**config.mk**
```make
export PLATFORM = sky130hd
export DESIGN_NAME = ccs_clock_source_control
export DESIGN_NICKNAME = d
export VERILOG_FILES = /design/src/pkg/ccs_pkg.sv /design/src/logic/ccs_clock_source_control.sv /design/src/logic/ccs_sync2.sv /design/src/logic/ccs_src_ready.sv
export VERILOG_INCLUDE_DIRS = /design/src /design/src/pkg
export SDC_FILE = /design/constraint.sdc
export NUM_CORES = 1
export LEC_CHECK = 0
export BUFFER_PORTS_ARGS = -buffer_cell sky130_fd_sc_hd__clkbuf_2
export CAP_MARGIN = 20
export CORE_ASPECT_RATIO = 0.7
export CORE_UTILIZATION = 50
export CTS_CLUSTER_SIZE = 8
export DETAILED_ROUTE_END_ITERATION = 12
export PLACE_DENSITY = 0.68
export SLEW_MARGIN = 0
export SYNTH_ARGS = -nofsm -noshare
export SYNTH_HDL_FRONTEND = slang
export SYNTH_HIERARCHICAL = 1
export SYNTH_SLANG_ARGS = --single-unit
export TNS_END_PERCENT = 100
```
**constraint.sdc**
```tcl
create_clock -name core_clk -period 4.1 [get_ports core_clk]
set_clock_uncertainty 0.05 [all_clocks]
set_input_delay 0.41 -clock core_clk [delete_from_list [all_inputs] [get_ports core_clk]]
set_output_delay 0.41 -clock core_clk [all_outputs]
set_load 0.01 [all_outputs]
```
**src/pkg/ccs_defs.svh**
```systemverilog
`ifndef CCS_DEFS_SVH
`define CCS_DEFS_SVH

// ==========================================================
// Clock and oscillator rates
`define CCS_CLK_HZ          200000000
`define CCS_FRC_HZ          8000000
`define CCS_SRC_HZ          40000
// Half periods in core cycles, rounded down
`define CCS_FRC_HALF_CYC    (`CCS_CLK_HZ / (2 * `CCS_FRC_HZ))
`define CCS_SRC_HALF_CYC    (`CCS_CLK_HZ / (2 * `CCS_SRC_HZ))

// ==========================================================
// Startup times of the internal oscillators, rounded up to cycles
`define CCS_FRC_START_NS    2000
`define CCS_FRC_START_CYC   ((`CCS_FRC_START_NS * (`CCS_CLK_HZ / 1000000) + 999) / 1000)
`define CCS_SRC_START_NS    85000
`define CCS_SRC_START_CYC   ((`CCS_SRC_START_NS * (`CCS_CLK_HZ / 1000000) + 999) / 1000)

// ==========================================================
// Startup counts of the external sources, in input rising edges
`define CCS_FXO_START_EDGES 2048
`define CCS_SXO_START_EDGES 1024

// ==========================================================
// Trim and calibration fields
`define CCS_TRIM_W          5
`define CCS_CAL_W           8
`define CCS_TRIM_RST        5'h10
`define CCS_CAL_MID         8'h80
`define CCS_CAL_SHIFT       4
`define CCS_CNT_W           16

`endif

```
**src/pkg/ccs_pkg.sv**
```systemverilog
`include "ccs_defs.svh"

package ccs_pkg;

    // One bit per clock source
    typedef struct packed {
        logic fxo;
        logic sxo;
        logic frc;
        logic src;
    } ccs_src_bits_t;

    typedef struct packed {
        logic s2;
        logic s1;
    } ccs_sync_t;

    typedef enum logic [1:0] {
        CCS_OFF,
        CCS_START,
        CCS_RUN,
        CCS_STOP
    } ccs_phase_t;

    typedef struct packed {
        ccs_phase_t                phase;
        logic [`CCS_CNT_W-1:0]     cnt;
        logic                      ready;
        logic                      clk_out;
    } ccs_rdy_state_t;

    typedef struct packed {
        logic                      fast_prev;
        logic                      slow_prev;
        logic [`CCS_CNT_W-1:0]     frc_cnt;
        logic                      frc_lvl;
        logic [`CCS_CNT_W-1:0]     src_cnt;
        logic                      src_lvl;
        logic [`CCS_CAL_W-1:0]     cal;
        logic                      cal_taken;
        ccs_src_bits_t             ready_prev;
        ccs_src_bits_t             irq;
    } ccs_top_state_t;

endpackage

```
**src/logic/ccs_clock_source_control.sv**
```systemverilog
`timescale 1ns/1ps
`include "ccs_defs.svh"

// Summary of operation
// - Bypass plus enable passes input pin through.
// - Fast crystal runs only while enabled.
// - Fast external gated until stable, then ready.
// - Fast external ready raises enabled interrupt request.
// - Slow bypass plus enable passes pin through.
// - Slow crystal follows slow external enable.
// - Slow external blocked until ready flag set.
// - Slow external ready raises enabled interrupt request.
// - Fast internal RC nominal 8 MHz.
// - First edge after reset loads factory calibration value.
// - Software trim adjusts fast RC frequency.
// - Fast RC gated until ready flag set.
// - Fast RC follows its enable bit outside stop and standby.
// - Slow RC follows its enable bit or the watchdog force.
// - Slow RC withheld until ready flag set.
// - Slow RC ready raises enabled interrupt request.
// - Slow RC keeps running in stop, standby.
module ccs_clock_source_control #(
    parameter int unsigned FXO_START_EDGES = `CCS_FXO_START_EDGES,
    parameter int unsigned SXO_START_EDGES = `CCS_SXO_START_EDGES,
    parameter int unsigned FRC_START_CYC   = `CCS_FRC_START_CYC,
    parameter int unsigned SRC_START_CYC   = `CCS_SRC_START_CYC
) (
    input  wire logic                   core_clk,
    input  wire logic                   arst_n,
    // Oscillator pins
    input  wire logic                   fast_osc_input_pin,
    output logic                        fast_osc_output_pin_en,
    input  wire logic                   slow_osc_input_pin,
    output logic                        slow_osc_output_pin_en,
    // Control bits
    input  wire logic                   fast_ext_osc_enable,
    input  wire logic                   fast_ext_bypass_select,
    input  wire logic                   slow_ext_osc_enable,
    input  wire logic                   slow_ext_bypass_select,
    input  wire logic                   fast_rc_enable,
    input  wire logic [`CCS_TRIM_W-1:0] fast_rc_trim,
    input  wire logic                   slow_rc_enable,
    input  wire logic                   watchdog_force_slow_rc,
    input  wire logic                   deep_low_power,
    input  wire logic [`CCS_CAL_W-1:0]  factory_cal,
    input  wire ccs_pkg::ccs_src_bits_t ready_irq_enable,
    // Status
    output logic [`CCS_CAL_W-1:0]       fast_rc_cal,
    output ccs_pkg::ccs_src_bits_t      ready_flags,
    output ccs_pkg::ccs_src_bits_t      ready_irq_req,
    // Gated clocks
    output logic                        fast_external_clock,
    output logic                        slow_external_clock,
    output logic                        fast_internal_rc_clock,
    output logic                        slow_internal_rc_clock
);

    // ==========================================================
    // Synchronised pins and state
    logic                   fast_pin_s;
    logic                   slow_pin_s;
    wire ccs_pkg::ccs_src_bits_t rdy;
    ccs_pkg::ccs_src_bits_t run;
    ccs_pkg::ccs_top_state_t state_reg;
    ccs_pkg::ccs_top_state_t state_next;
    logic                   fast_edge;
    logic                   slow_edge;
    logic                   frc_tick;
    logic                   src_tick;

    ccs_sync2 u_sync_fast (
        .core_clk (core_clk),
        .arst_n   (arst_n),
        .async_in (fast_osc_input_pin),
        .sync_out (fast_pin_s)
    );

    ccs_sync2 u_sync_slow (
        .core_clk (core_clk),
        .arst_n   (arst_n),
        .async_in (slow_osc_input_pin),
        .sync_out (slow_pin_s)
    );

    // ==========================================================
    // Fast RC half period from calibration and trim.
    // Trim is centred on its reset value; calibration on its midpoint,
    // scaled down so the factory step is finer than the user step.
    function automatic logic [`CCS_CNT_W-1:0] ccs_frc_half(
        input logic [`CCS_CAL_W-1:0]  cal,
        input logic [`CCS_TRIM_W-1:0] trim
    );
        int signed v;
        v = int'(`CCS_FRC_HALF_CYC)
            + (int'(trim) - int'(`CCS_TRIM_RST))
            + ((int'(cal) - int'(`CCS_CAL_MID)) >>> `CCS_CAL_SHIFT);
        if (v < 1) begin
            v = 1;
        end
        return `CCS_CNT_W'(v - 1);
    endfunction

    // Down counter with reload; returns the next count, and zero is detected separately as the tick
    function automatic logic [`CCS_CNT_W-1:0] ccs_count_down(
        input logic [`CCS_CNT_W-1:0] cnt,
        input logic [`CCS_CNT_W-1:0] reload
    );
        return (cnt == '0) ? reload : cnt - `CCS_CNT_W'(1);
    endfunction

    // ==========================================================
    // Effective enables
    always_comb begin
        // Stop and standby shut the fast sources down
        // fast crystal enable
        run.fxo = fast_ext_osc_enable && !deep_low_power;
        run.sxo = slow_ext_osc_enable;
        run.frc = fast_rc_enable && !deep_low_power;
        run.src = slow_rc_enable || watchdog_force_slow_rc;
    end

    // Crystal amplifiers drive the output pins; bypass leaves them floating
    assign fast_osc_output_pin_en = run.fxo && !fast_ext_bypass_select;
    assign slow_osc_output_pin_en = run.sxo && !slow_ext_bypass_select;

    assign fast_edge = fast_pin_s && !state_reg.fast_prev;
    assign slow_edge = slow_pin_s && !state_reg.slow_prev;
    assign frc_tick  = run.frc && (state_reg.frc_cnt == '0);
    assign src_tick  = run.src && (state_reg.src_cnt == '0);

    // ==========================================================
    // Next state
    always_comb begin
        state_next           = state_reg;
        state_next.fast_prev = fast_pin_s;
        state_next.slow_prev = slow_pin_s;

        if (!state_reg.cal_taken) begin
            state_next.cal       = factory_cal;
            state_next.cal_taken = 1'b1;
        end

        if (run.frc) begin
            state_next.frc_cnt = ccs_count_down(state_reg.frc_cnt,
                                                ccs_frc_half(state_reg.cal, fast_rc_trim));
            if (frc_tick) begin
                state_next.frc_lvl = !state_reg.frc_lvl;
            end
        end else begin
            state_next.frc_cnt = '0;
            state_next.frc_lvl = 1'b0;
        end

        if (run.src) begin
            state_next.src_cnt = ccs_count_down(state_reg.src_cnt,
                                                `CCS_CNT_W'(`CCS_SRC_HALF_CYC - 1));
            if (src_tick) begin
                state_next.src_lvl = !state_reg.src_lvl;
            end
        end else begin
            state_next.src_cnt = '0;
            state_next.src_lvl = 1'b0;
        end

        // Requests fire once, on the rising edge of each ready flag
        state_next.ready_prev = rdy;
        state_next.irq.fxo = rdy.fxo && !state_reg.ready_prev.fxo && ready_irq_enable.fxo;
        state_next.irq.sxo = rdy.sxo && !state_reg.ready_prev.sxo && ready_irq_enable.sxo;
        state_next.irq.frc = rdy.frc && !state_reg.ready_prev.frc && ready_irq_enable.frc;
        state_next.irq.src = rdy.src && !state_reg.ready_prev.src && ready_irq_enable.src;
    end

    always_ff @(posedge core_clk or negedge arst_n) begin
        if (!arst_n) begin
            state_reg <= '0;
        end else begin
            state_reg <= state_next;
        end
    end

    // ==========================================================
    // Per-source startup and gating
    // fast bypass passes pin
    ccs_src_ready #(
        .START_COUNT (FXO_START_EDGES)
    ) u_rdy_fxo (
        .core_clk   (core_clk),
        .arst_n     (arst_n),
        .enable     (run.fxo),
        .stable_evt (fast_edge),
        .src_level  (fast_pin_s),
        .ready      (rdy.fxo),
        .clk_gated  (fast_external_clock)
    );

    ccs_src_ready #(
        .START_COUNT (SXO_START_EDGES)
    ) u_rdy_sxo (
        .core_clk   (core_clk),
        .arst_n     (arst_n),
        .enable     (run.sxo),
        .stable_evt (slow_edge),
        .src_level  (slow_pin_s),
        .ready      (rdy.sxo),
        .clk_gated  (slow_external_clock)
    );

    ccs_src_ready #(
        .START_COUNT (FRC_START_CYC)
    ) u_rdy_frc (
        .core_clk   (core_clk),
        .arst_n     (arst_n),
        .enable     (run.frc),
        .stable_evt (1'b1),
        .src_level  (state_reg.frc_lvl),
        .ready      (rdy.frc),
        .clk_gated  (fast_internal_rc_clock)
    );

    ccs_src_ready #(
        .START_COUNT (SRC_START_CYC)
    ) u_rdy_src (
        .core_clk   (core_clk),
        .arst_n     (arst_n),
        .enable     (run.src),
        .stable_evt (1'b1),
        .src_level  (state_reg.src_lvl),
        .ready      (rdy.src),
        .clk_gated  (slow_internal_rc_clock)
    );

    // ==========================================================
    // Status outputs
    assign ready_flags   = rdy;
    assign ready_irq_req = state_reg.irq;
    assign fast_rc_cal   = state_reg.cal;

endmodule // ccs_clock_source_control

```
**src/logic/ccs_sync2.sv**
```systemverilog
`timescale 1ns/1ps

// ==========================================================
// Two-flop synchroniser for a pin level
module ccs_sync2 (
    input  wire logic core_clk,
    input  wire logic arst_n,
    input  wire logic async_in,
    output logic      sync_out
);

    ccs_pkg::ccs_sync_t state_reg;
    ccs_pkg::ccs_sync_t state_next;

    always_comb begin
        state_next.s1 = async_in;
        state_next.s2 = state_reg.s1;
    end

    always_ff @(posedge core_clk or negedge arst_n) begin
        if (!arst_n) begin
            state_reg <= '0;
        end else begin
            state_reg <= state_next;
        end
    end

    assign sync_out = state_reg.s2;

endmodule // ccs_sync2

```
**src/logic/ccs_src_ready.sv**
```systemverilog
`timescale 1ns/1ps
`include "ccs_defs.svh"

// ==========================================================
// Startup, ready flag and output gate of one clock source
module ccs_src_ready #(
    parameter int unsigned START_COUNT = 16
) (
    input  wire logic core_clk,
    input  wire logic arst_n,
    input  wire logic enable,
    input  wire logic stable_evt,
    input  wire logic src_level,
    output logic      ready,
    output logic      clk_gated
);

    localparam logic [`CCS_CNT_W-1:0] LAST = `CCS_CNT_W'(START_COUNT - 1);

    ccs_pkg::ccs_rdy_state_t state_reg;
    ccs_pkg::ccs_rdy_state_t state_next;

    always_comb begin
        state_next = state_reg;
        case (state_reg.phase)
            ccs_pkg::CCS_OFF: begin
                state_next.cnt   = '0;
                state_next.ready = 1'b0;
                if (enable) begin
                    state_next.phase = ccs_pkg::CCS_START;
                end
            end
            ccs_pkg::CCS_START: begin
                if (!enable) begin
                    state_next.phase = ccs_pkg::CCS_OFF;
                end else if (stable_evt) begin
                    if (state_reg.cnt == LAST) begin
                        state_next.phase = ccs_pkg::CCS_RUN;
                        state_next.ready = 1'b1;
                    end else begin
                        state_next.cnt = state_reg.cnt + `CCS_CNT_W'(1);
                    end
                end
            end
            ccs_pkg::CCS_RUN: begin
                if (!enable) begin
                    state_next.phase = ccs_pkg::CCS_STOP;
                end
            end
            ccs_pkg::CCS_STOP: begin
                // Gate already closed; flag drops one cycle later
                state_next.ready = 1'b0;
                state_next.phase = ccs_pkg::CCS_OFF;
            end
            default: begin
                state_next.phase = ccs_pkg::CCS_OFF;
            end
        endcase
        state_next.clk_out = (state_next.phase == ccs_pkg::CCS_RUN) && src_level;
    end

    always_ff @(posedge core_clk or negedge arst_n) begin
        if (!arst_n) begin
            state_reg <= '{phase: ccs_pkg::CCS_OFF, cnt: '0, ready: 1'b0, clk_out: 1'b0};
        end else begin
            state_reg <= state_next;
        end
    end

    assign ready     = state_reg.ready;
    assign clk_gated = state_reg.clk_out;

endmodule // ccs_src_ready

```
==> results_dict.tcl <==
set metrics [dict create \
    status "finished clean" \
    dpl_worst_slack_ps 39.02 \
    cts_tree "built" \
    yosysWarnings 6 \
    postCtsSetupRepairBufs 0 \
    vias 6220 \
    p_leak_nw 3.980 \
    nets 930 \
    clkPwrFrac_pct 30.2 \
    p_sw_share_pct 37.29 \
    drtIter0Drc 428 \
    crit_fanout 6 \
    insertion_delay_ps 420 \
    r2r_end "state_reg[47]$_DFF_PN0_" \
    synth_ff_type "dfrtp_1" \
    rsz0062_at_grt "false" \
    critPathRequiredTime_ps 4370 \
    async_flop_share_pct 100.0 \
    dp.cells 1042 \
    initial_utilization_pct 51.99 \
    reg2reg_from "fast_rc_cal[5]$_DFFE_PN0N_" \
    finalSetupViolCount 0 \
    antenna_left 0 \
    slew_violations 0 \
    htree_levels 4 \
    overflow 0 \
    core_area_sq_um 14950 \
    largest_reg_flops 41 \
    worst_pin_slew_ps 833.4 \
    cp_data_arrival_time_ps 4150 \
    power.switching_w 0.001797 \
    max_stage_delay_ps 510 \
    finalHoldViolCount 0 \
    die_h_microns 106.3 \
    synthCells 816 \
    critPathCaptureType "flip-flop" \
    power_frac_seq_pct 35.5 \
    cap_viol_max_count 0 \
    critPathSlowestCell "o41a_1" \
    tns_ps 0 \
    area_delta_synth_final_pct 12.01 \
    drive_above_1_share_pct 14.55 \
    dpl.hpwl_microns 11690 \
    synthDistinctLibCells 81 \
    crit_start "fast_rc_cal[5]$_DFFE_PN0N_" \
    wire_per_inst_microns 15.53 \
    cpMostUsedCell "ha_1" \
    clk_path_buf_depth 2 \
    p_int_w 0.003023 \
    finalWorstSetupSlack_ps 221.8 \
    cts_buffers 17 \
    synth.top_cells.by_count "dfrtp_1, nor2_1, nand2_1, a21oi_1, inv_1" \
    num_rows 37 \
    relSlewSlack_pct 43.71 \
    critPathLaunchType "flip-flop" \
    grt_pass1_vias 6104 \
    ys_ff_latch 137 \
    hold_end "u_sync_slow/state_next[1]$_DFF_PN0_" \
    total_power_w 0.004820 \
    min_from "slow_osc_input_pin" \
    drt-total-wl_microns 16700 \
    yosysMostFrequentCell "dfrtp_1" \
    r2r_slack_ps 220 \
    clkTransAtPathRegs_ps 60 \
    synth-seq-area-share_pct 44.10 \
    pin_count 51 \
    port_buffers 50 \
    grt_start_max_net_pins 58 \
    crit_chain "ha_1, ha_1, inv_1, fa_1, nand2b_1, a21oi_2, xnor2_1, nor3_2, ha_1, nor2_1, ha_1, o21ai_0, o41a_1, a211oi_1" \
    period_share_pct 94.59 \
    ff2ff_path_depth 14 \
    synth_edf_count 0 \
    netlist_top_cells_area "dfrtp_1, ha_1, nor2_1, nand2_1, xnor2_1" \
    track_usage_pct 21.94 \
    synth_top_area_share_pct 44.10 \
    critPathKind "reg2reg" \
    regArea_sq_um 3428 \
    root_buffer "clkbuf_16" \
    die_x_microns 151.0 \
    synth_area_sq_um 7774 \
    antenna_found_initial 0 \
    drc 0 \
    vias_per_cell 5.786 \
    gp_congestion 0.8409 \
    nFillCells 1268 \
    antennaDiodeCount 0 \
    min_path_type "in2reg" \
    cts.sinks 137 \
    whs_path_depth 1 \
    dr.pass1.iters 5 \
    fin_crit_ps 3878 \
    combPwrFrac_pct 34.3 \
    multi_input_area_sq_um 4018 \
    avgSynthCellArea_sq_um 9.527 \
    powerDensity_nw_per_um2 553.6 \
    ir_drop_mv 0.2808 \
    instances_no_fill 1075 \
    yosys.area.top_type "dfrtp_1" \
    grt_pass1_wl_microns 28070 \
    fmax_ghz 0.2579 \
    die_area_sq_um 16060 \
]
[area by class of cell]
cell class,instances,share of cell area [%]
Timing Repair Buffer,57,3.578
Clock inverter,14,1.451
Multi-Input combinational cell,614,46.14
Tap cell,195,2.802
Clock buffer,18,4.929
Sequential cell,137,39.37
Inverter,40,1.724
[power by group through the flow]
stage               sequential, W  combinational, W  clock, W
floorplan                 0.00168           0.00130         0
global placement          0.00172           0.00157         0
detailed placement        0.00173           0.00162         0
CTS                       0.00171           0.00163   0.00149
global route              0.00174           0.00185   0.00154
finish                    0.00171           0.00165   0.00146
[critical path: cells and delay by family (launching register included)]
kind / cells / cell delay [ps]
AOI/OAI and AO/OA: 4 / 1110
xor gates and xnor gates: 1 / 140
adders and majority gates: 5 / 1400
buffers and inverters: 1 / 50
DFF: 1 / 390
and+or+nand+nor: 3 / 630
[how the worst max path moves through the flow]
stage	slack, ps	to	cells past startpoint
finish	220	state_reg[47]$_DFF_PN0_	14
global route	30	state_reg[47]$_DFF_PN0_	14
CTS	110	state_reg[47]$_DFF_PN0_	14
detailed placement	40	state_reg[47]$_DFF_PN0_	15
global placement	210	state_reg[47]$_DFF_PN0_	15
floorplan	280	state_reg[47]$_DFF_PN0_	15
[kinds of logic after synthesis]
family                   share of synthesized area (%)
buffers and inverters                            4.877
flip-flops                                       44.10
other                                          0.04824
multiplexers                                     2.768
adder cells (fa/ha/maj)                          5.569
XOR/XNOR                                         4.957
AND/OR/NAND/NOR                                  25.24
AO/OA/AOI/OAI                                    12.44
[routing by layer]
metal	up-vias	GRT usage [%]	share of wire, %
met5	-	0	0
met1	3008	30.57	49
li1	3014	-	-
met4	0	8.571	1.4
met2	173	33.62	45
met3	25	4.206	4.8
[repair_timing]
action / CTS / global route
hold endpoints to repair: 55 / 0
hold buffers: 1 / 0
endpoints found under the setup margin: 0 / 4
gates resized for setup: 0 / 2
[per-stage QoR]
step / util, % / hold slack [ps] / cell area (sq um)
floorplan: - / 64.41 / 7815
global placement: 54.38 / 282.6 / 8132
detailed placement: 54.38 / 294.1 / 8132
CTS: 58.16 / 23.19 / 8697
global route: 58.23 / 27.97 / 8707
finish: 58.23 / 39.76 / 8707
[layout by cell type (no fill, tap or decap), drive strengths merged, types with 12 or more instances in the layout]
cell type    n
a31oi       16
inv         42
clkbuf      67
o21ai       38
nor2b       13
nor3        16
nand2       70
nand4       18
dfrtp      137
nor4        16
nand3       39
a21oi       50
ha          33
xor2        15
nor2        87
or3         15
conb        12
xnor2       29
mux2        12
and3        18
(Power assumes the default switching activity.)
